==> src/csc_cfg.svh <==
`ifndef CSC_CFG_SVH
`define CSC_CFG_SVH

// Register byte offsets
`define CSC_OFF_STATUS      8'h00
`define CSC_OFF_CHANGE      8'h04
`define CSC_OFF_CHG_EN      8'h08
`define CSC_OFF_CONTROL     8'h0C
`define CSC_OFF_CYCLE       8'h10

// Status field positions
`define CSC_ST_CD_A         0
`define CSC_ST_CD_B         1
`define CSC_ST_PRESENT      2
`define CSC_ST_BATT_LO      3
`define CSC_ST_BATT_HI      4
`define CSC_ST_READY        5
`define CSC_ST_BVD_A        6
`define CSC_ST_BVD_B        7
`define CSC_ST_ALERT        8
`define CSC_ST_RING         9
`define CSC_ST_AUDIO        10
`define CSC_ST_ACK          11
`define CSC_ST_BUSY         12

// Change and enable bit positions
`define CSC_CH_BVD_A        0
`define CSC_CH_BVD_B        1
`define CSC_CH_READY        2
`define CSC_CH_DETECT       3

// Control bit positions
`define CSC_CT_IO_MODE      0
`define CSC_CT_MODEM        1
`define CSC_CT_AUDIO_EN     2

// Cycle command bit positions
`define CSC_CY_ADDR_LSB     0
`define CSC_CY_WIDE         1
`define CSC_CY_IO_READ      2

// Reset values
`define CSC_CHANGE_RST      4'h0
`define CSC_CHG_EN_RST      4'h0
`define CSC_CONTROL_RST     3'h0
`define CSC_CYCLE_RST       2'h0
`define CSC_SYNC_RST        6'h3F

// Timing
`define CSC_CLK_PERIOD_NS   8
`define CSC_SETUP_NS        16
`define CSC_STROBE_NS       80

`endif

==> src/csc_pkg.sv <==
package csc_pkg;

    typedef enum logic [2:0] {
        CSC_IDLE   = 3'b001,
        CSC_SETUP  = 3'b010,
        CSC_STROBE = 3'b100
    } csc_cycle_e;

    typedef enum logic [1:0] {
        CSC_BATT_GOOD = 2'b00,
        CSC_BATT_WEAK = 2'b01,
        CSC_BATT_LOST = 2'b10
    } csc_batt_e;

    typedef logic [2:0] csc_regsel_t;

endpackage

==> src/csc_sync.sv <==
`timescale 1ns/1ns
`default_nettype none

module csc_sync #(
    parameter int           W         = 6,
    parameter logic [W-1:0] RESET_VAL = '1
) (
    // Clock and reset
    input  wire logic         clk_sys,
    input  wire logic         arst_n,
    // Asynchronous lines in, filtered level out
    input  wire logic [W-1:0] async_in,
    output var  logic [W-1:0] stable_out
);

    logic [W-1:0] s1_reg;
    logic [W-1:0] s2_reg;
    logic [W-1:0] s3_reg;
    logic [W-1:0] stable_next;

    genvar g;
    generate
        for (g = 0; g < W; g++) begin : g_bit
            // Level accepted once stages two and three agree
            assign stable_next[g] = (s2_reg[g] == s3_reg[g]) ? s3_reg[g] : stable_out[g];
        end
    endgenerate

    always_ff @(posedge clk_sys or negedge arst_n) begin
        if (!arst_n) begin
            s1_reg     <= RESET_VAL;
            s2_reg     <= RESET_VAL;
            s3_reg     <= RESET_VAL;
            stable_out <= RESET_VAL;
        end else begin
            s1_reg     <= async_in;
            s2_reg     <= s1_reg;
            s3_reg     <= s2_reg;
            stable_out <= stable_next;
        end
    end

endmodule

`default_nettype wire

==> src/csc_top.sv <==
`timescale 1ns/1ns
`default_nettype none
`include "csc_cfg.svh"

// Function
// [RULE_01] In memory mode the battery decodes as good when both lines are high, weak when only the second is low, lost when the first is low.
// [RULE_02] A battery-backed memory card drives both battery lines to show its battery condition.
// [RULE_03] Battery line levels are readable status and change flags, each change source with its own enable.
// [RULE_04] In I/O mode the first battery line is a status-change alert and its changes are change events.
// [RULE_05] With a modem card configured the first battery line, when low, reads as ring indication.
// [RULE_06] The second battery line passes as the audio bit only in I/O mode.
// [RULE_07] Both card-detect lines low means a card is present, and both lines are readable.
// [RULE_08] The first byte enable selects even bytes and the second selects odd bytes.
// [RULE_09] The card asserts input acknowledge only when it can answer the I/O read at the current address.
// [RULE_10] The I/O read strobe is driven low to let an I/O card put out data during an I/O read.
// [RULE_11] In memory mode the ready line is watched, low meaning busy, and its changes are flagged.
// [RULE_12] Every card-side status input is synchronised before decoding or change detection.
// [RULE_13] A changed status input sets a sticky flag and an enabled flag raises the interrupt.
module csc_top #(
    parameter int CNT_W = 8
) (
    // Clock and reset
    input  wire logic        clk_sys,
    input  wire logic        arst_n,
    // AXI4-Lite write
    input  wire logic [7:0]  s_axi_awaddr,
    input  wire logic        s_axi_awvalid,
    output var  logic        s_axi_awready,
    input  wire logic [31:0] s_axi_wdata,
    input  wire logic [3:0]  s_axi_wstrb,
    input  wire logic        s_axi_wvalid,
    output var  logic        s_axi_wready,
    output var  logic [1:0]  s_axi_bresp,
    output var  logic        s_axi_bvalid,
    input  wire logic        s_axi_bready,
    // AXI4-Lite read
    input  wire logic [7:0]  s_axi_araddr,
    input  wire logic        s_axi_arvalid,
    output var  logic        s_axi_arready,
    output var  logic [31:0] s_axi_rdata,
    output var  logic [1:0]  s_axi_rresp,
    output var  logic        s_axi_rvalid,
    input  wire logic        s_axi_rready,
    // Card status pins
    input  wire logic        battery_detect_a,
    input  wire logic        battery_detect_b,
    input  wire logic        card_detect_a,
    input  wire logic        card_detect_b,
    input  wire logic        card_ready,
    input  wire logic        input_acknowledge_n,
    // Card control pins
    output var  logic        even_byte_enable_n,
    output var  logic        odd_byte_enable_n,
    output var  logic        io_read_strobe_n,
    output var  logic        audio_out_bit,
    output var  logic        chg_irq
);

    localparam int SETUP_CYC  = (`CSC_SETUP_NS + `CSC_CLK_PERIOD_NS - 1) / `CSC_CLK_PERIOD_NS;
    localparam int STROBE_CYC = (`CSC_STROBE_NS + `CSC_CLK_PERIOD_NS - 1) / `CSC_CLK_PERIOD_NS;
    localparam logic [CNT_W-1:0] SETUP_LOAD  = CNT_W'(SETUP_CYC - 1);
    localparam logic [CNT_W-1:0] STROBE_LOAD = CNT_W'(STROBE_CYC - 1);
    localparam logic [1:0] RESP_OKAY   = 2'h0;
    localparam logic [1:0] RESP_SLVERR = 2'h2;

    function automatic csc_pkg::csc_regsel_t reg_index(input logic [7:0] a);
        if (a == `CSC_OFF_STATUS)       reg_index = 3'd0;
        else if (a == `CSC_OFF_CHANGE)  reg_index = 3'd1;
        else if (a == `CSC_OFF_CHG_EN)  reg_index = 3'd2;
        else if (a == `CSC_OFF_CONTROL) reg_index = 3'd3;
        else if (a == `CSC_OFF_CYCLE)   reg_index = 3'd4;
        else                            reg_index = 3'd7;
    endfunction

    function automatic csc_pkg::csc_batt_e batt_decode(input logic a, input logic b);
        if (!a)      batt_decode = csc_pkg::CSC_BATT_LOST;
        else if (!b) batt_decode = csc_pkg::CSC_BATT_WEAK;
        else         batt_decode = csc_pkg::CSC_BATT_GOOD;
    endfunction

    // Synchronised pins: bvd_a, bvd_b, cd_a, cd_b, ready, ack_n
    logic [5:0] pin_s;
    logic [5:0] prev_reg;

    csc_sync #(
        .W         (6),
        .RESET_VAL (`CSC_SYNC_RST)
    ) u_sync (
        .clk_sys    (clk_sys),
        .arst_n     (arst_n),
        .async_in   ({input_acknowledge_n, card_ready, card_detect_b, card_detect_a,
                      battery_detect_b, battery_detect_a}), // RULE_12
        .stable_out (pin_s)
    );

    wire bvd_a_s = pin_s[0];
    wire bvd_b_s = pin_s[1];
    wire cd_a_s  = pin_s[2];
    wire cd_b_s  = pin_s[3];
    wire rdy_s   = pin_s[4];
    wire ack_n_s = pin_s[5];

    // Registers
    logic [3:0]          change_reg;
    logic [3:0]          chg_en_reg;
    logic [2:0]          control_reg;
    logic [1:0]          cycle_reg;
    logic                ack_seen_reg;
    csc_pkg::csc_cycle_e state_reg;
    logic [CNT_W-1:0]    cnt_reg;
    logic                aw_full_reg;
    logic                w_full_reg;
    logic [7:0]          awaddr_reg;
    logic [31:0]         wdata_reg;
    logic                wstrb0_reg;

    wire io_mode  = control_reg[`CSC_CT_IO_MODE];
    wire modem    = control_reg[`CSC_CT_MODEM];
    wire audio_en = control_reg[`CSC_CT_AUDIO_EN];

    // Status decode
    wire csc_pkg::csc_batt_e batt_w = io_mode ? csc_pkg::CSC_BATT_GOOD
                                              : batt_decode(bvd_a_s, bvd_b_s); // RULE_01
    wire present_w = !cd_a_s && !cd_b_s; // RULE_07
    wire alert_w   = io_mode && !modem && !bvd_a_s; // RULE_04
    wire ring_w    = io_mode && modem && !bvd_a_s; // RULE_05
    wire audio_w   = io_mode && audio_en && bvd_b_s; // RULE_06
    wire busy_w    = state_reg != csc_pkg::CSC_IDLE;

    wire [31:0] status_w = {19'h0_0000, busy_w, ack_seen_reg, audio_w, ring_w, alert_w,
                            bvd_b_s, bvd_a_s, rdy_s, batt_w, present_w, cd_b_s, cd_a_s}; // RULE_03

    // Change events
    wire [3:0] event_w = {(pin_s[2] != prev_reg[2]) || (pin_s[3] != prev_reg[3]),
                          (pin_s[4] != prev_reg[4]) && !io_mode, // RULE_11
                          pin_s[1] != prev_reg[1],
                          pin_s[0] != prev_reg[0]}; // RULE_04

    // AXI write path
    wire aw_hs    = s_axi_awvalid && s_axi_awready;
    wire w_hs     = s_axi_wvalid && s_axi_wready;
    wire wr_fire  = aw_full_reg && w_full_reg && !s_axi_bvalid;
    wire csc_pkg::csc_regsel_t wsel = reg_index(awaddr_reg);
    wire wr_ok    = wsel != 3'd7;
    wire wr_lane  = wr_fire && wstrb0_reg;
    wire aw_full_next = (aw_full_reg || aw_hs) && !wr_fire;
    wire w_full_next  = (w_full_reg || w_hs) && !wr_fire;
    wire bvalid_next  = wr_fire || (s_axi_bvalid && !s_axi_bready);

    wire [3:0] chg_clr  = (wr_lane && wsel == 3'd1) ? wdata_reg[3:0] : 4'h0;
    // Set wins over clear
    wire [3:0] change_next = (change_reg & ~chg_clr) | event_w; // RULE_13
    wire [3:0] chg_en_next = (wr_lane && wsel == 3'd2) ? wdata_reg[3:0] : chg_en_reg; // RULE_03
    wire [2:0] control_next = (wr_lane && wsel == 3'd3) ? wdata_reg[2:0] : control_reg;
    wire start_w = wr_lane && wsel == 3'd4 && wdata_reg[`CSC_CY_IO_READ] && !busy_w;
    wire [1:0] cycle_next = start_w ? wdata_reg[1:0] : cycle_reg;

    // AXI read path
    wire ar_hs = s_axi_arvalid && s_axi_arready;
    wire csc_pkg::csc_regsel_t rsel = reg_index(s_axi_araddr);
    wire rvalid_next = ar_hs || (s_axi_rvalid && !s_axi_rready);
    wire [31:0] rd_mux = (rsel == 3'd0) ? status_w
                       : (rsel == 3'd1) ? {28'h000_0000, change_reg}
                       : (rsel == 3'd2) ? {28'h000_0000, chg_en_reg}
                       : (rsel == 3'd3) ? {29'h0000_0000, control_reg}
                       : (rsel == 3'd4) ? {30'h0000_0000, cycle_reg}
                       : 32'h0000_0000;

    // I/O read cycle sequencer
    csc_pkg::csc_cycle_e state_next;
    logic [CNT_W-1:0]    cnt_next;
    always_comb begin
        state_next = state_reg;
        cnt_next   = cnt_reg;
        case (state_reg)
            csc_pkg::CSC_IDLE: begin
                if (start_w) begin
                    state_next = csc_pkg::CSC_SETUP;
                    cnt_next   = SETUP_LOAD;
                end
            end
            csc_pkg::CSC_SETUP: begin
                if (cnt_reg == '0) begin
                    state_next = csc_pkg::CSC_STROBE;
                    cnt_next   = STROBE_LOAD;
                end else begin
                    cnt_next = cnt_reg - 1'b1;
                end
            end
            csc_pkg::CSC_STROBE: begin
                if (cnt_reg == '0) begin
                    state_next = csc_pkg::CSC_IDLE;
                end else begin
                    cnt_next = cnt_reg - 1'b1;
                end
            end
            default: begin
                state_next = csc_pkg::CSC_IDLE;
                cnt_next   = '0;
            end
        endcase
    end

    wire idle_next  = state_next == csc_pkg::CSC_IDLE;
    wire even_next  = idle_next || (!cycle_next[`CSC_CY_WIDE] && cycle_next[`CSC_CY_ADDR_LSB]);
    wire odd_next   = idle_next || (!cycle_next[`CSC_CY_WIDE] && !cycle_next[`CSC_CY_ADDR_LSB]);
    wire strobe_next = state_next != csc_pkg::CSC_STROBE; // RULE_10
    wire ack_next   = start_w ? 1'b0
                    : (ack_seen_reg || (state_reg == csc_pkg::CSC_STROBE && !ack_n_s));
    wire irq_next   = |(change_reg & chg_en_reg); // RULE_13

    always_ff @(posedge clk_sys or negedge arst_n) begin
        if (!arst_n) begin
            change_reg  <= `CSC_CHANGE_RST;
            chg_en_reg  <= `CSC_CHG_EN_RST;
            control_reg <= `CSC_CONTROL_RST;
            cycle_reg   <= `CSC_CYCLE_RST;
            prev_reg    <= `CSC_SYNC_RST;
            ack_seen_reg <= 1'b0;
            state_reg   <= csc_pkg::CSC_IDLE;
            cnt_reg     <= '0;
        end else begin
            change_reg  <= change_next;
            chg_en_reg  <= chg_en_next;
            control_reg <= control_next;
            cycle_reg   <= cycle_next;
            prev_reg    <= pin_s;
            ack_seen_reg <= ack_next;
            state_reg   <= state_next;
            cnt_reg     <= cnt_next;
        end
    end

    always_ff @(posedge clk_sys or negedge arst_n) begin
        if (!arst_n) begin
            even_byte_enable_n <= 1'b1;
            odd_byte_enable_n  <= 1'b1;
            io_read_strobe_n   <= 1'b1;
            audio_out_bit      <= 1'b0;
            chg_irq            <= 1'b0;
        end else begin
            even_byte_enable_n <= even_next; // RULE_08
            odd_byte_enable_n  <= odd_next;
            io_read_strobe_n   <= strobe_next;
            audio_out_bit      <= audio_w; // RULE_06
            chg_irq            <= irq_next;
        end
    end

    always_ff @(posedge clk_sys or negedge arst_n) begin
        if (!arst_n) begin
            aw_full_reg   <= 1'b0;
            w_full_reg    <= 1'b0;
            awaddr_reg    <= 8'h00;
            wdata_reg     <= 32'h0000_0000;
            wstrb0_reg    <= 1'b0;
            s_axi_awready <= 1'b0;
            s_axi_wready  <= 1'b0;
            s_axi_bvalid  <= 1'b0;
            s_axi_bresp   <= RESP_OKAY;
            s_axi_arready <= 1'b0;
            s_axi_rvalid  <= 1'b0;
            s_axi_rdata   <= 32'h0000_0000;
            s_axi_rresp   <= RESP_OKAY;
        end else begin
            aw_full_reg   <= aw_full_next;
            w_full_reg    <= w_full_next;
            s_axi_awready <= !aw_full_next;
            s_axi_wready  <= !w_full_next;
            s_axi_bvalid  <= bvalid_next;
            s_axi_arready <= !rvalid_next;
            s_axi_rvalid  <= rvalid_next;
            if (aw_hs) awaddr_reg <= s_axi_awaddr;
            if (w_hs) begin
                wdata_reg  <= s_axi_wdata;
                wstrb0_reg <= s_axi_wstrb[0];
            end
            if (wr_fire) s_axi_bresp <= wr_ok ? RESP_OKAY : RESP_SLVERR;
            if (ar_hs) begin
                s_axi_rdata <= rd_mux;
                s_axi_rresp <= (rsel != 3'd7) ? RESP_OKAY : RESP_SLVERR;
            end
        end
    end
endmodule

`default_nettype wire

==> config.mk <==
export PLATFORM = sky130hd
export DESIGN_NAME = csc_top
export DESIGN_NICKNAME = d
export VERILOG_FILES = /design/src/csc_pkg.sv /design/src/csc_sync.sv /design/src/csc_top.sv
export VERILOG_INCLUDE_DIRS = /design/src
export SDC_FILE = /design/constraint.sdc
export NUM_CORES = 1
export LEC_CHECK = 0
export BUFFER_PORTS_ARGS = -buffer_cell sky130_fd_sc_hd__clkbuf_2
export CORE_ASPECT_RATIO = 1.4
export CORE_MARGIN = 2
export CORE_UTILIZATION = 45
export DETAILED_ROUTE_END_ITERATION = 8
export PLACE_DENSITY = 0.78
export SETUP_SLACK_MARGIN = 0.5
export SLEW_MARGIN = 15
export SYNTH_ARGS = -nofsm -noshare
export SYNTH_HDL_FRONTEND = slang
export SYNTH_SLANG_ARGS = --single-unit
==> constraint.sdc <==
create_clock -name clk_sys -period 2.5 [get_ports clk_sys]
set_input_delay 0.25 -clock clk_sys [delete_from_list [all_inputs] [get_ports clk_sys]]
set_output_delay 0.25 -clock clk_sys [all_outputs]
set_load 0.02 [all_outputs]
==> results of run 1 <==
## per-stage QoR
stage | util (%) | total power [uW] | instances
6_report | 57.03 | 4103 | 505
4_1_cts | 56.43 | 4136 | 504
3_5_place_dp | 50.60 | 2589 | 471
5_1_grt | 57.03 | 4295 | 505
2_1_floorplan | - | 2387 | 332
3_3_place_gp | 50.60 | 2555 | 471
## power breakdown
| part | switching [uW] | total, uW | internal, uW |
|---|---|---|---|
| Clock | 587 | 1470 | 887 |
| Combinational | 365 | 690 | 325 |
| Sequential | 168 | 1940 | 1770 |
## synth_stat cells, types with 3 or more instances
cell type   n
a21o_1      4
a21oi_1     8
a22o_1     14
a22oi_1     3
a32oi_1     3
buf_4      21
clkbuf_1    5
dfrtp_1    61
dfstp_2    33
inv_1      16
maj3_1      6
mux2_2     21
mux2i_1     6
nand2_1    10
nand2b_1    9
nand3_1     4
nand3b_1    3
nor2_1     12
nor2b_1     3
nor3_1      7
o21ai_0    11
o22ai_1     3
or2_2       4
or3_1       4
or4bb_1     3
xor2_1      5
## worst min-delay path by stage
stage / start / to / slack, ns / cells after the start
finish: s_axi_bready / s_axi_bvalid / 0.09 / 2
global route: s_axi_bready / s_axi_bvalid / 0.08 / 2
CTS: s_axi_bready / s_axi_bvalid / 0.08 / 2
detailed placement: arst_n / s_axi_rresp[1] / 0.34 / 2
global placement: arst_n / s_axi_rvalid / 0.33 / 2
floorplan: arst_n / ack_seen_reg / -0.05 / 0
## area by class of cell
| type | count | area [sq um] |
|---|---|---|
| timing repair buffer | 80 | 503.0 |
| fill | 718 | 3677 |
| inverter | 16 | 60.06 |
| clock buffer | 10 | 229.0 |
| sequential | 94 | 2395 |
| multi-input combinational | 194 | 1469 |
| clock inverter | 6 | 93.84 |
| tap | 105 | 131.4 |
## worst register-to-register path: cells and delay by family, from the launching register on
kind,cells,cell delay (ns)
and+or+nand+nor,3,1.30
DFF,1,0.38
muxes,1,0.31
## per-layer routing
metal	up-vias	GRT usage (%)	routed length (um)	share of wire, %
met1	1302	18.96	3074	40
met2	67	28.82	4095	53
met5	-	0	0	0
met3	22	4.235	304	3.9
li1	1243	-	-	-
met4	0	8.306	222	2.9
## cell families (layout without fill, tap and decap cells)
family,Yosys count,after routing,synth area share [%]
fa+ha+maj,7,7,1.834
buf+inv,44,112,6.388
mux,28,28,8.065
xor+xnor,6,6,1.328
simple gates,75,75,11.45
flops,94,94,60.50
other cells,1,21,0.09479
compound gates,57,57,10.34
## what timing repair did
action / in CTS / in global routing
setup buffers: 10 / 1
gates resized for setup: 7 / 10
endpoints found under the hold margin: 67 / 0
setup endpoints to repair: 14 / 20
hold buffers: 7 / 0
pin swaps: 11 / 5
==> key figures, run 1 <==
GRT
  • Global-route usage over all layers: between 10% and 20%
  • Congestion Overflow GR: 0
  • Initial antenna violation count: 0
  • Number of global-route vias before repair: 2637
  • First-pass GRT wire length: 12390 um
  • Largest net degree at the start of global routing: between 90 and 100

CTS
  • Clock transition at the registers of the reported paths: about 0.07 ns
  • Clk_lat worst skew: 0.35 ns
  • Total CTS buffers: 9
  • Max clock buf depth: 2
  • Clock Tree Root: clkbuf_16
  • TritonCTS clock tree: done
  • Htree depth: 3
  • CTS Sinks: 94

Logic synthesis
  • Asr flop ratio synth: 100.0%
  • Post-synth EDFFs: 0
  • Top cell type's share of synthesized area: between 30% and 40%
  • Netlist cell types: 52
  • Synthesis Warnings: 0
  • Synth area leaders: dfrtp_1 (39%), dfstp_2 (22%), mux2_2 (6.0%)
  • Post-Synthesis Mean Instance Area: about 13 sq um
  • Gate Count Post-Synth: around 310
  • Synth Flop Type: dfrtp_1
  • Cell Area, Synth: 3956 sq um
  • Synth Register Bits: 94
  • Sequential fraction of the synthesis area: between 60% and 70%
  • Top cell type by total area after synthesis: dfrtp_1

STA
  • Min Clock Period, post-route: approximately 2.1 ns
  • TNS Setup: 0 ns
  • Slew HR: approximately two fifths
  • Hold_ws: 0.08894 ns
  • Final setup violating endpoints: 0
  • RSZ-0062 raised after global routing: yes
  • Period utilization: a little over four fifths
  • Hold Vio Cnt, Final: 0
  • PnR worst setup slack: around 0.40 ns
  • Pins over their slew limit: 0
  • Least-Margin Pin Slew: between 0.8 and 0.9 ns
  • Fmax: ~480 MHz
  • Clk_skew: approximately 0.0054 ns

Run
  • Max Cap Viol: 0

Detailed routing
  • ANT nets after route: 0
  • DR DRC count: 0
  • Routed vias: between 2000 and 3000
  • Vias per inst: approximately 5.2
  • Total wire length: just under 8000 um
  • Drt initial violations: between 150 and 200
  • DRT Pass-1 Iters: 4
  • Wire per inst: about 15 um

Placed design
  • HPWL Detailed: 5105 um
  • Count of input and output buffers: between 50 and 60
  • GP Congestion: approximately 0.8
  • Placement Cell Area: between 4000 and 5000 sq um
  • Pre-CTS setup slack: ~0.30 ns

Die
  • Die X: roughly 83 um
  • Die area: roughly 9600 sq um
  • Ports: 111
  • Initial core utilization: a little under half
  • Std cell rows: 40
  • Core Area: approximately 8600 sq um
  • DIE HEIGHT: between 100 and 150 um

Critical path
  • Critical R2R Capture: cycle_reg[0]
  • Critical Path RT: roughly 2.7 ns
  • Critical path arrival: 2.33 ns
  • Worst path cell trace: or4_4 > or4_4 > nor2_4 > mux2_4
  • CP dominant cell by count: or4_4
  • Worst setup endpoint: cycle_reg[0]
  • FF-to-FF setup slack: around 0.40 ns
  • FF-to-FF path depth: 4
  • Buf/Inv on CP: 0
  • Crit path capture type: register
  • Worst setup SP type: register
  • Reg-to-Reg Start: awaddr_reg[6]
  • Crit path largest cell delay: between 0.5 and 0.6 ns
  • CP max FO: 7
  • Setup crit start: awaddr_reg[6]
  • Critical path class: reg2reg
  • Worst path depth: 4
  • Slowest stage cell on the critical path: or4_4
  • Crit path max-delay family: simple AND/OR/NAND/NOR gates

Cells and area
  • Area grow syn2layout: 23.37%
  • Most frequent cells in the layout: dfrtp_1 (60), clkbuf_2 (57), dfstp_2 (33)
  • Ratio of cells with drive above 1 in the final layout: about two fifths
  • Ant diodes: 0
  • Max reg flops: 13
  • Commonest non-fill, non-tap cell in the layout: dfrtp_1
  • Cell area after layout: a little under 5000 sq um
  • Post-layout nets: between 400 and 500

Pwr
  • VDD IR max: about 0.55 mV
  • Leak: between 0.002 and 0.0025 uW
  • Pwr Density: 840.6 nW/um^2

Run status
  • Status: finished, final reports clean

Min path
  • Worst min path class: in2reg
Note: power is estimated with default switching activity, not from simulation.
==> inputs of run 2 (changes only) <==
==> constraint.sdc (replaced) <==
create_clock -name clk_sys -period 2.07 [get_ports clk_sys]
set_input_delay 0.207 -clock clk_sys [delete_from_list [all_inputs] [get_ports clk_sys]]
set_output_delay 0.207 -clock clk_sys [all_outputs]
set_load 0.02 [all_outputs]
==> run 2 against run 1 <==
Core utilization rose by 1.3 points. The flow now finishes with violations (setup timing). Largest cell class unchanged. Clock skew rose by 0.0018 ns. Clock-buffer cell count rose by 3. Total power rose by 18%. Clock power rose by 12%. Combinational power rose by 25%. Routed wire length rose by 2.0%. Fmax rose by 1.2%. Sequential share of layout area fell by 1.0 points. First-iteration DRC count fell by 5.3%.
==> key figures, run 2 (synthesis gave the netlist of run 1 again) <==
Die
  • Die area: 9569 sq um (unchanged)
  • DIE HEIGHT: 114.9 um (unchanged)
  • Std cell rows: 40 (unchanged)
  • Initial core utilization: 46.23% (unchanged)
  • Die X: 83.25 um (unchanged)
  • Ports: 111 (unchanged)
  • Core Area: 8558 sq um (unchanged)

Min path
  • Hold path depth: 2 (unchanged)
  • Min-delay src: s_axi_bready
  • Worst min path class: in2reg
  • WHS Endpoint: s_axi_bvalid

CTS
  • TritonCTS clock tree: done
  • Htree depth: 3 (unchanged)
  • CTS Sinks: 94 (unchanged)
  • Max clock buf depth: 2 (unchanged)
  • Clk_lat worst skew: 0.35 ns (about the same)
  • Clock Tree Root: clkbuf_16
  • Clock transition at the registers of the reported paths: 0.07 ns (about the same)
  • Total CTS buffers: 9 (unchanged)

Placed design
  • Placement Cell Area: 4461 sq um (+3.0%)
  • GP Congestion: 0.8581 (+9.9%)
  • Pre-CTS setup slack: -0.04106 ns (-0.3443 ns)
  • Count of input and output buffers: 58 (unchanged)
  • HPWL Detailed: 5464 um (+7.0%)

STA
  • TNS Setup: -0.01138 ns (-0.01138 ns)
  • Final setup violating endpoints: 2 (+2)
  • Least-Margin Pin Slew: 0.6635 ns (-0.2293 ns)
  • Min Clock Period, post-route: 2.076 ns (-0.02499 ns)
  • Clk_skew: 0.007198 ns (+0.001823 ns)
  • Fmax: 481.6 MHz (+1.2%)
  • Pins over their slew limit: 0 (unchanged)
  • Period utilization: 100.3% (+16 points)
  • Hold_ws: 0.03727 ns (-0.05167 ns)
  • PnR worst setup slack: -0.006235 ns (-0.4050 ns)
  • RSZ-0062 raised after global routing: yes
  • Hold Vio Cnt, Final: 0 (unchanged)
  • Slew HR: 55.76% (+15 points)

GRT
  • Global-route usage over all layers: 17.16% (+0.62 points)
  • Congestion Overflow GR: 0 (unchanged)
  • Largest net degree at the start of global routing: 54 (-43%)
  • Number of global-route vias before repair: 2675 (+1.4%)
  • First-pass GRT wire length: 12830 um (+3.6%)
  • Initial antenna violation count: 0 (unchanged)

Run
  • Max Cap Viol: 0 (unchanged)

Detailed routing
  • Vias per inst: 5.167 (-0.93%)
  • Wire per inst: 15.27 um (+0.19%)
  • ANT nets after route: 0 (unchanged)
  • Total wire length: 7849 um (+2.0%)
  • DRT Pass-1 Iters: 4 (unchanged)
  • Routed vias: 2656 (+0.84%)
  • Drt initial violations: 143 (-5.3%)
  • DR DRC count: 0 (unchanged)

Pwr
  • Internal power: 3515 uW (+18%)
  • VDD IR max: 0.5845 mV (+5.6%)
  • Comb power frac: 17.7% (+0.9 points)
  • Reg power frac: 48.3% (+1.0 points)
  • Sw frac: 27.65% (+0.34 points)
  • Net Sw Power: 1344 uW (+20%)
  • Pwr Density: 973.7 nW/um^2 (+16%)
  • Leak: 0.002358 uW (+1.8%)
  • Clock power frac: 33.9% (-2.0 points)

Cells and area
  • Most frequent cells in the layout: dfrtp_1 (59), clkbuf_2 (57), dfstp_2 (33)
  • Commonest non-fill, non-tap cell in the layout: dfrtp_1
  • Final core occ: 58.30% (+1.3 points)
  • Cell area after layout: 4990 sq um (+2.2%)
  • Max reg flops: 13 (unchanged)
  • Ratio of cells with drive above 1 in the final layout: 45.97% (+4.2 points)
  • Ant diodes: 0 (unchanged)
  • Area grow syn2layout: 26.12%
  • Post-layout nets: 470 (+2.0%)

Critical path
  • Crit path capture type: register
  • CP max FO: 6 (-1)
  • Critical path arrival: 2.31 ns (-0.02 ns)
  • Worst setup SP type: register
  • Critical Path RT: 2.31 ns (-0.42 ns)
  • Reg-to-Reg Start: awaddr_reg[6]
  • Critical path class: reg2reg
  • FF-to-FF setup slack: -0.006 ns (-0.41 ns)
  • Critical R2R Capture: cycle_reg[0]
  • FF-to-FF path depth: 4 (unchanged)

Run status
  • Failing checks: setup timing
  • Status: finished, violations left
## run 2: critical path, stage by stage, from the launching register on
cell and delay (ns):
dfrtp_1 0.38, or4_4 0.54, or4_4 0.56, nor2_4 0.18
mux2_4 0.31
## run 2: repair_timing
item,4_1_cts,5_1_grt
gates resized for setup,11,11
gates cloned,1,0
buffers inserted,6,0
endpoints found under the setup margin,28,31
hold endpoints to repair,45,0
pin swaps,8,7
hold buffers,7,0
## run 2: layout make-up
class,instances,area (sq um)
inverters,16,60.06
repair buffers,88,550.5
fillers,680,3568
multi-input cells,195,1546
well taps,105,131.4
flip-flops and latches,94,2396
clock inverters,3,22.52
clock buffers,13,282.8
## run 2: worst max path at each step
stage,start,cells after the start,to,slack (ns)
after CTS,awaddr_reg[6],4,state_reg[1],0.008
after floorplan,awaddr_reg[0],5,cycle_reg[0],-0.07
after detailed placement,awaddr_reg[0],4,state_reg[1],-0.04
final,awaddr_reg[6],4,cycle_reg[0],-0.006
after global routing,awaddr_reg[6],5,chg_en_reg[3],-0.06
after global placement,awaddr_reg[0],4,cycle_reg[0],-0.007
## run 2: power by group through the flow
stage          logic [uW]  registers (uW)  clock network (uW)
3_3_place_gp          787            2370                   0
6_report              862            2350                1650
4_1_cts               864            2350                1670
3_5_place_dp          816            2380                   0
2_1_floorplan         494            2390                   0
5_1_grt               949            2390                1760
## run 2: per-layer routing
metal	vias up	track usage [%]	share of wire, %
met5	-	0	0
met4	0	7.213	1.6
met3	11	4.451	3.8
met2	54	30.81	55
met1	1333	19.46	40
li1	1258	-	-
## run 2: through the flow
stage | total power [uW] | instances
after floorplan | 2888 | 332
after global placement | 3153 | 484
after detailed placement | 3198 | 484
after CTS | 4891 | 514
after global routing | 5093 | 514
final | 4858 | 514
==> inputs of run 3 (changes only) <==
--- a/config.mk
+++ b/config.mk
@@ -6,6 +6,7 @@
 export SDC_FILE = /design/constraint.sdc
 export NUM_CORES = 1
 export LEC_CHECK = 0
+export ABC_AREA = 1
 export BUFFER_PORTS_ARGS = -buffer_cell sky130_fd_sc_hd__clkbuf_2
 export CORE_ASPECT_RATIO = 1.4
 export CORE_MARGIN = 2
==> run 3 against run 2 <==
The run now ends clean. Non-clock buffer count decreased by 6. Synthesized area increased by 3.4%. Highest routed layer unchanged. Clock power increased by 15%. Critical path type unchanged.
==> key figures, run 3 <==
Logic synthesis
  • Most frequent cell after synthesis: nand2_1
  • Top cell type's share of synthesized area: 37.33% (-1.3 points)
  • Synthesis Warnings: 0 (unchanged)
  • Top cell type by total area after synthesis: dfrtp_1
  • Asr flop ratio synth: 100.0% (unchanged)
  • Post-synth EDFFs: 0 (unchanged)
  • Cell Area, Synth: 4089 sq um (+3.4%)
  • Synth Register Bits: 94 (unchanged)
  • Gate Count Post-Synth: 417 (+34%)
  • Post-synth top cells: nand2_1 (97), dfrtp_1 (61), inv_1 (47), o21ai_0 (36), dfstp_2 (33)
  • Post-Synthesis Mean Instance Area: 9.806 sq um (-23%)
  • Synth area leaders: dfrtp_1 (37%), dfstp_2 (21%), nand2_1 (8.9%)
  • Sequential fraction of the synthesis area: 58.54% (-2.0 points)
  • Synth Flop Type: dfrtp_1
  • Netlist cell types: 37 (-29%)

Critical path
  • Crit path largest cell delay: 0.54 ns (-0.02 ns)
  • CP max FO: 6 (unchanged)
  • Worst setup endpoint: even_byte_enable_n
  • FF-to-FF path depth: 8 (+4)
  • Crit path capture type: register
  • CP dominant cell by count: nand2_1
  • Critical path arrival: 1.87 ns (-0.44 ns)
  • Critical path class: reg2reg
  • Critical Path RT: 2.36 ns (+0.05 ns)
  • Slowest stage cell on the critical path: dfstp_2
  • Setup crit start: state_reg[0]
  • FF-to-FF setup slack: 0.49 ns (+0.50 ns)
  • Worst setup SP type: register
  • Worst path cell trace: inv_2 > nor3_4 > nand4_4 > nand2_1 > inv_1 > nor2_2 > nand2_1 > nand2_2
  • Critical R2R Capture: even_byte_enable_n
  • Reg-to-Reg Start: state_reg[0]

Cells and area
  • Ratio of cells with drive above 1 in the final layout: 34.45% (-12 points)
  • Commonest non-fill, non-tap cell in the layout: nand2_1
  • Ant diodes: 0 (unchanged)
  • Most frequent cells in the layout: nand2_1 (85), dfrtp_1 (60), clkbuf_2 (57)
  • Area grow syn2layout: 24.33%
  • Cell area after layout: 5084 sq um (+1.9%)
  • Max reg flops: 13 (unchanged)
  • Post-layout nets: 569 (+21%)
  • Filler instances: 734 (+7.9%)

Die
  • Die area: 9875 sq um (+3.2%)
  • Initial core utilization: 45.81% (-0.42 points)
  • Core Area: 8926 sq um (+4.3%)
  • Std cell rows: 41 (+2.5%)
  • Ports: 111 (unchanged)
  • Die X: 84.56 um (+1.6%)
  • DIE HEIGHT: 116.8 um (+1.6%)

Run status
  • Status: finished, final reports clean

Pwr
  • Clock power frac: 33.3% (-0.6 points)
  • Comb power frac: 25.3% (+7.6 points)
  • Net Sw Power: 1757 uW (+31%)
  • Sw frac: 31.03% (+3.4 points)
  • VDD IR max: 0.6498 mV (+11%)
  • Pwr Density: 1114 nW/um^2 (+14%)
  • Leak: 0.002504 uW (+6.2%)
  • Internal power: 3905 uW (+11%)
  • Reg power frac: 41.4% (-6.9 points)

STA
  • Period utilization: 76.31% (-24 points)
  • RSZ-0062 raised after global routing: yes
  • Clk_skew: 0.005373 ns (-0.001826 ns)
  • TNS Setup: 0 ns (+0.01138 ns)
  • Hold Vio Cnt, Final: 0 (unchanged)
  • Fmax: 633.0 MHz (+31%)
  • Least-Margin Pin Slew: 0.5348 ns (-0.1288 ns)
  • Pins over their slew limit: 0 (unchanged)
  • Final setup violating endpoints: 0 (-2)
  • Slew HR: 64.07% (+8.3 points)
  • Min Clock Period, post-route: 1.580 ns (-0.4965 ns)

GRT
  • Congestion Overflow GR: 0 (unchanged)
  • Global-route usage over all layers: 17.92% (+0.76 points)
  • Initial antenna violation count: 0 (unchanged)
  • Number of global-route vias before repair: 3050 (+14%)
  • First-pass GRT wire length: 13890 um (+8.3%)
  • Largest net degree at the start of global routing: 43 (-20%)

CTS
  • Htree depth: 3 (unchanged)
  • Clock transition at the registers of the reported paths: 0.06 ns (about the same)
  • CTS Sinks: 94 (unchanged)
  • TritonCTS clock tree: done
  • Total CTS buffers: 9 (unchanged)
  • Clock Tree Root: clkbuf_16
  • Max clock buf depth: 2 (unchanged)
  • Clk_lat worst skew: 0.35 ns (about the same)

Detailed routing
  • ANT nets after route: 0 (unchanged)
  • Vias per inst: 4.992 (-3.4%)
  • DR DRC count: 0 (unchanged)
  • DRT Pass-1 Iters: 4 (unchanged)
  • Routed vias: 3070 (+16%)
  • Drt initial violations: 181 (+27%)
  • Wire per inst: 13.62 um (-11%)
  • Total wire length: 8376 um (+6.7%)

Run
  • Max Cap Viol: 0 (unchanged)

Placed design
  • Count of input and output buffers: 58 (unchanged)
  • Placement Cell Area: 4443 sq um (-0.39%)
  • HPWL Detailed: 5568 um (+1.9%)
  • GP Congestion: 0.9361 (+9.1%)

Min path
  • Worst min path class: in2reg
[run 3: changes by cell type after synthesis, moves of 6 or more]
| cell | change |
|---|---|
| nand2_1 | +87 |
| inv_1 | +31 |
| o21ai_0 | +25 |
| mux2_2 | -21 |
| nand3_1 | +19 |
| a22o_1 | -14 |
| nand4_1 | +12 |
| nor2_1 | +10 |
| nand2b_1 | -9 |
| a21oi_1 | -6 |
| mux2i_1 | -6 |
[run 3: worst min path at each step]
| stage | endpoint | cells after the start | startpoint | slack [ns] |
|---|---|---|---|---|
| 2_1_floorplan | ack_seen_reg | 0 | arst_n | -0.09 |
| 3_3_place_gp | s_axi_awready | 1 | arst_n | 0.18 |
| 3_5_place_dp | aw_full_reg | 1 | arst_n | 0.19 |
| 4_1_cts | s_axi_bvalid | 2 | s_axi_bready | 0.03 |
| 5_1_grt | s_axi_bvalid | 2 | s_axi_bready | 0.06 |
| 6_report | s_axi_bvalid | 2 | s_axi_bready | 0.04 |
[run 3: cell families (layout without fill, tap and decap cells)]
logic type                 after synthesis  count (layout)  synth area share [%]
AOI/OAI and AO/OA                       51              51                 7.007
xor gates and xnor gates                10              10                 2.142
buffers and inverters                   75             146                 9.057
and+or+nand+nor                        179             179                 21.39
DFF                                     94              94                 58.54
other                                    1              21               0.09171
adders and majority gates                7               7                 1.775
[run 3: final cells by class]
| class | instances | area, sq um | area share (%) |
|---|---|---|---|
| Sequential cell | 94 | 2395 | 47.11 |
| Clock buffer | 10 | 239.0 | 4.701 |
| Timing Repair Buffer | 82 | 514.2 | 10.12 |
| Clock inverter | 6 | 108.9 | 2.141 |
| Tap cell | 107 | 133.9 | 2.634 |
| Multi-Input combinational cell | 268 | 1513 | 29.76 |
| Inverter | 48 | 180.2 | 3.544 |
[run 3: repair_timing]
action | 4_1_cts | 5_1_grt
hold buffers | 7 | 0
pin swaps | 2 | 15
endpoints found under the hold margin | 28 | 0
gates cloned | 1 | 0
endpoints found under the setup margin | 10 | 18
buffers inserted | 3 | 9
resized for setup | 12 | 30
[run 3: routing by layer]
metal  global-route usage, %  routed length, um  vias up
li1                        -                  -     1476
met1                   20.28               3425     1468
met2                   32.18               4327      110
met3                   3.787                424       16
met4                   8.889                198        0
met5                       0                  0        -
[run 3: per-stage QoR]
step | util (%) | power [uW] | hold WS (ns) | instances | worst slack, ns
final | 56.95 | 5661 | 0.04042 | 615 | 0.4903
after global routing | 56.95 | 5968 | 0.05989 | 615 | 0.3873
after CTS | 55.26 | 5487 | 0.02920 | 606 | 0.5050
after detailed placement | 49.78 | 3460 | 0.1928 | 579 | 0.4664
after global placement | 49.78 | 3410 | 0.1822 | 579 | 0.5136
after floorplan | - | 3171 | -0.08859 | 437 | 0.6474
[run 3: critical path, delay by kind of cell, from the launching register on]
kind / cells / cell delay, ns
buf+inv: 2 / 0.10
flops: 1 / 0.54
simple gates: 6 / 0.89
[run 3: power groups by stage]
stage          clock network [uW]  logic [uW]  registers (uW)
3_5_place_dp                    0        1100            2360
4_1_cts                      1920        1240            2330
2_1_floorplan                   0         775            2400
3_3_place_gp                    0        1070            2340
6_report                     1890        1430            2340
5_1_grt                      2000        1600            2370
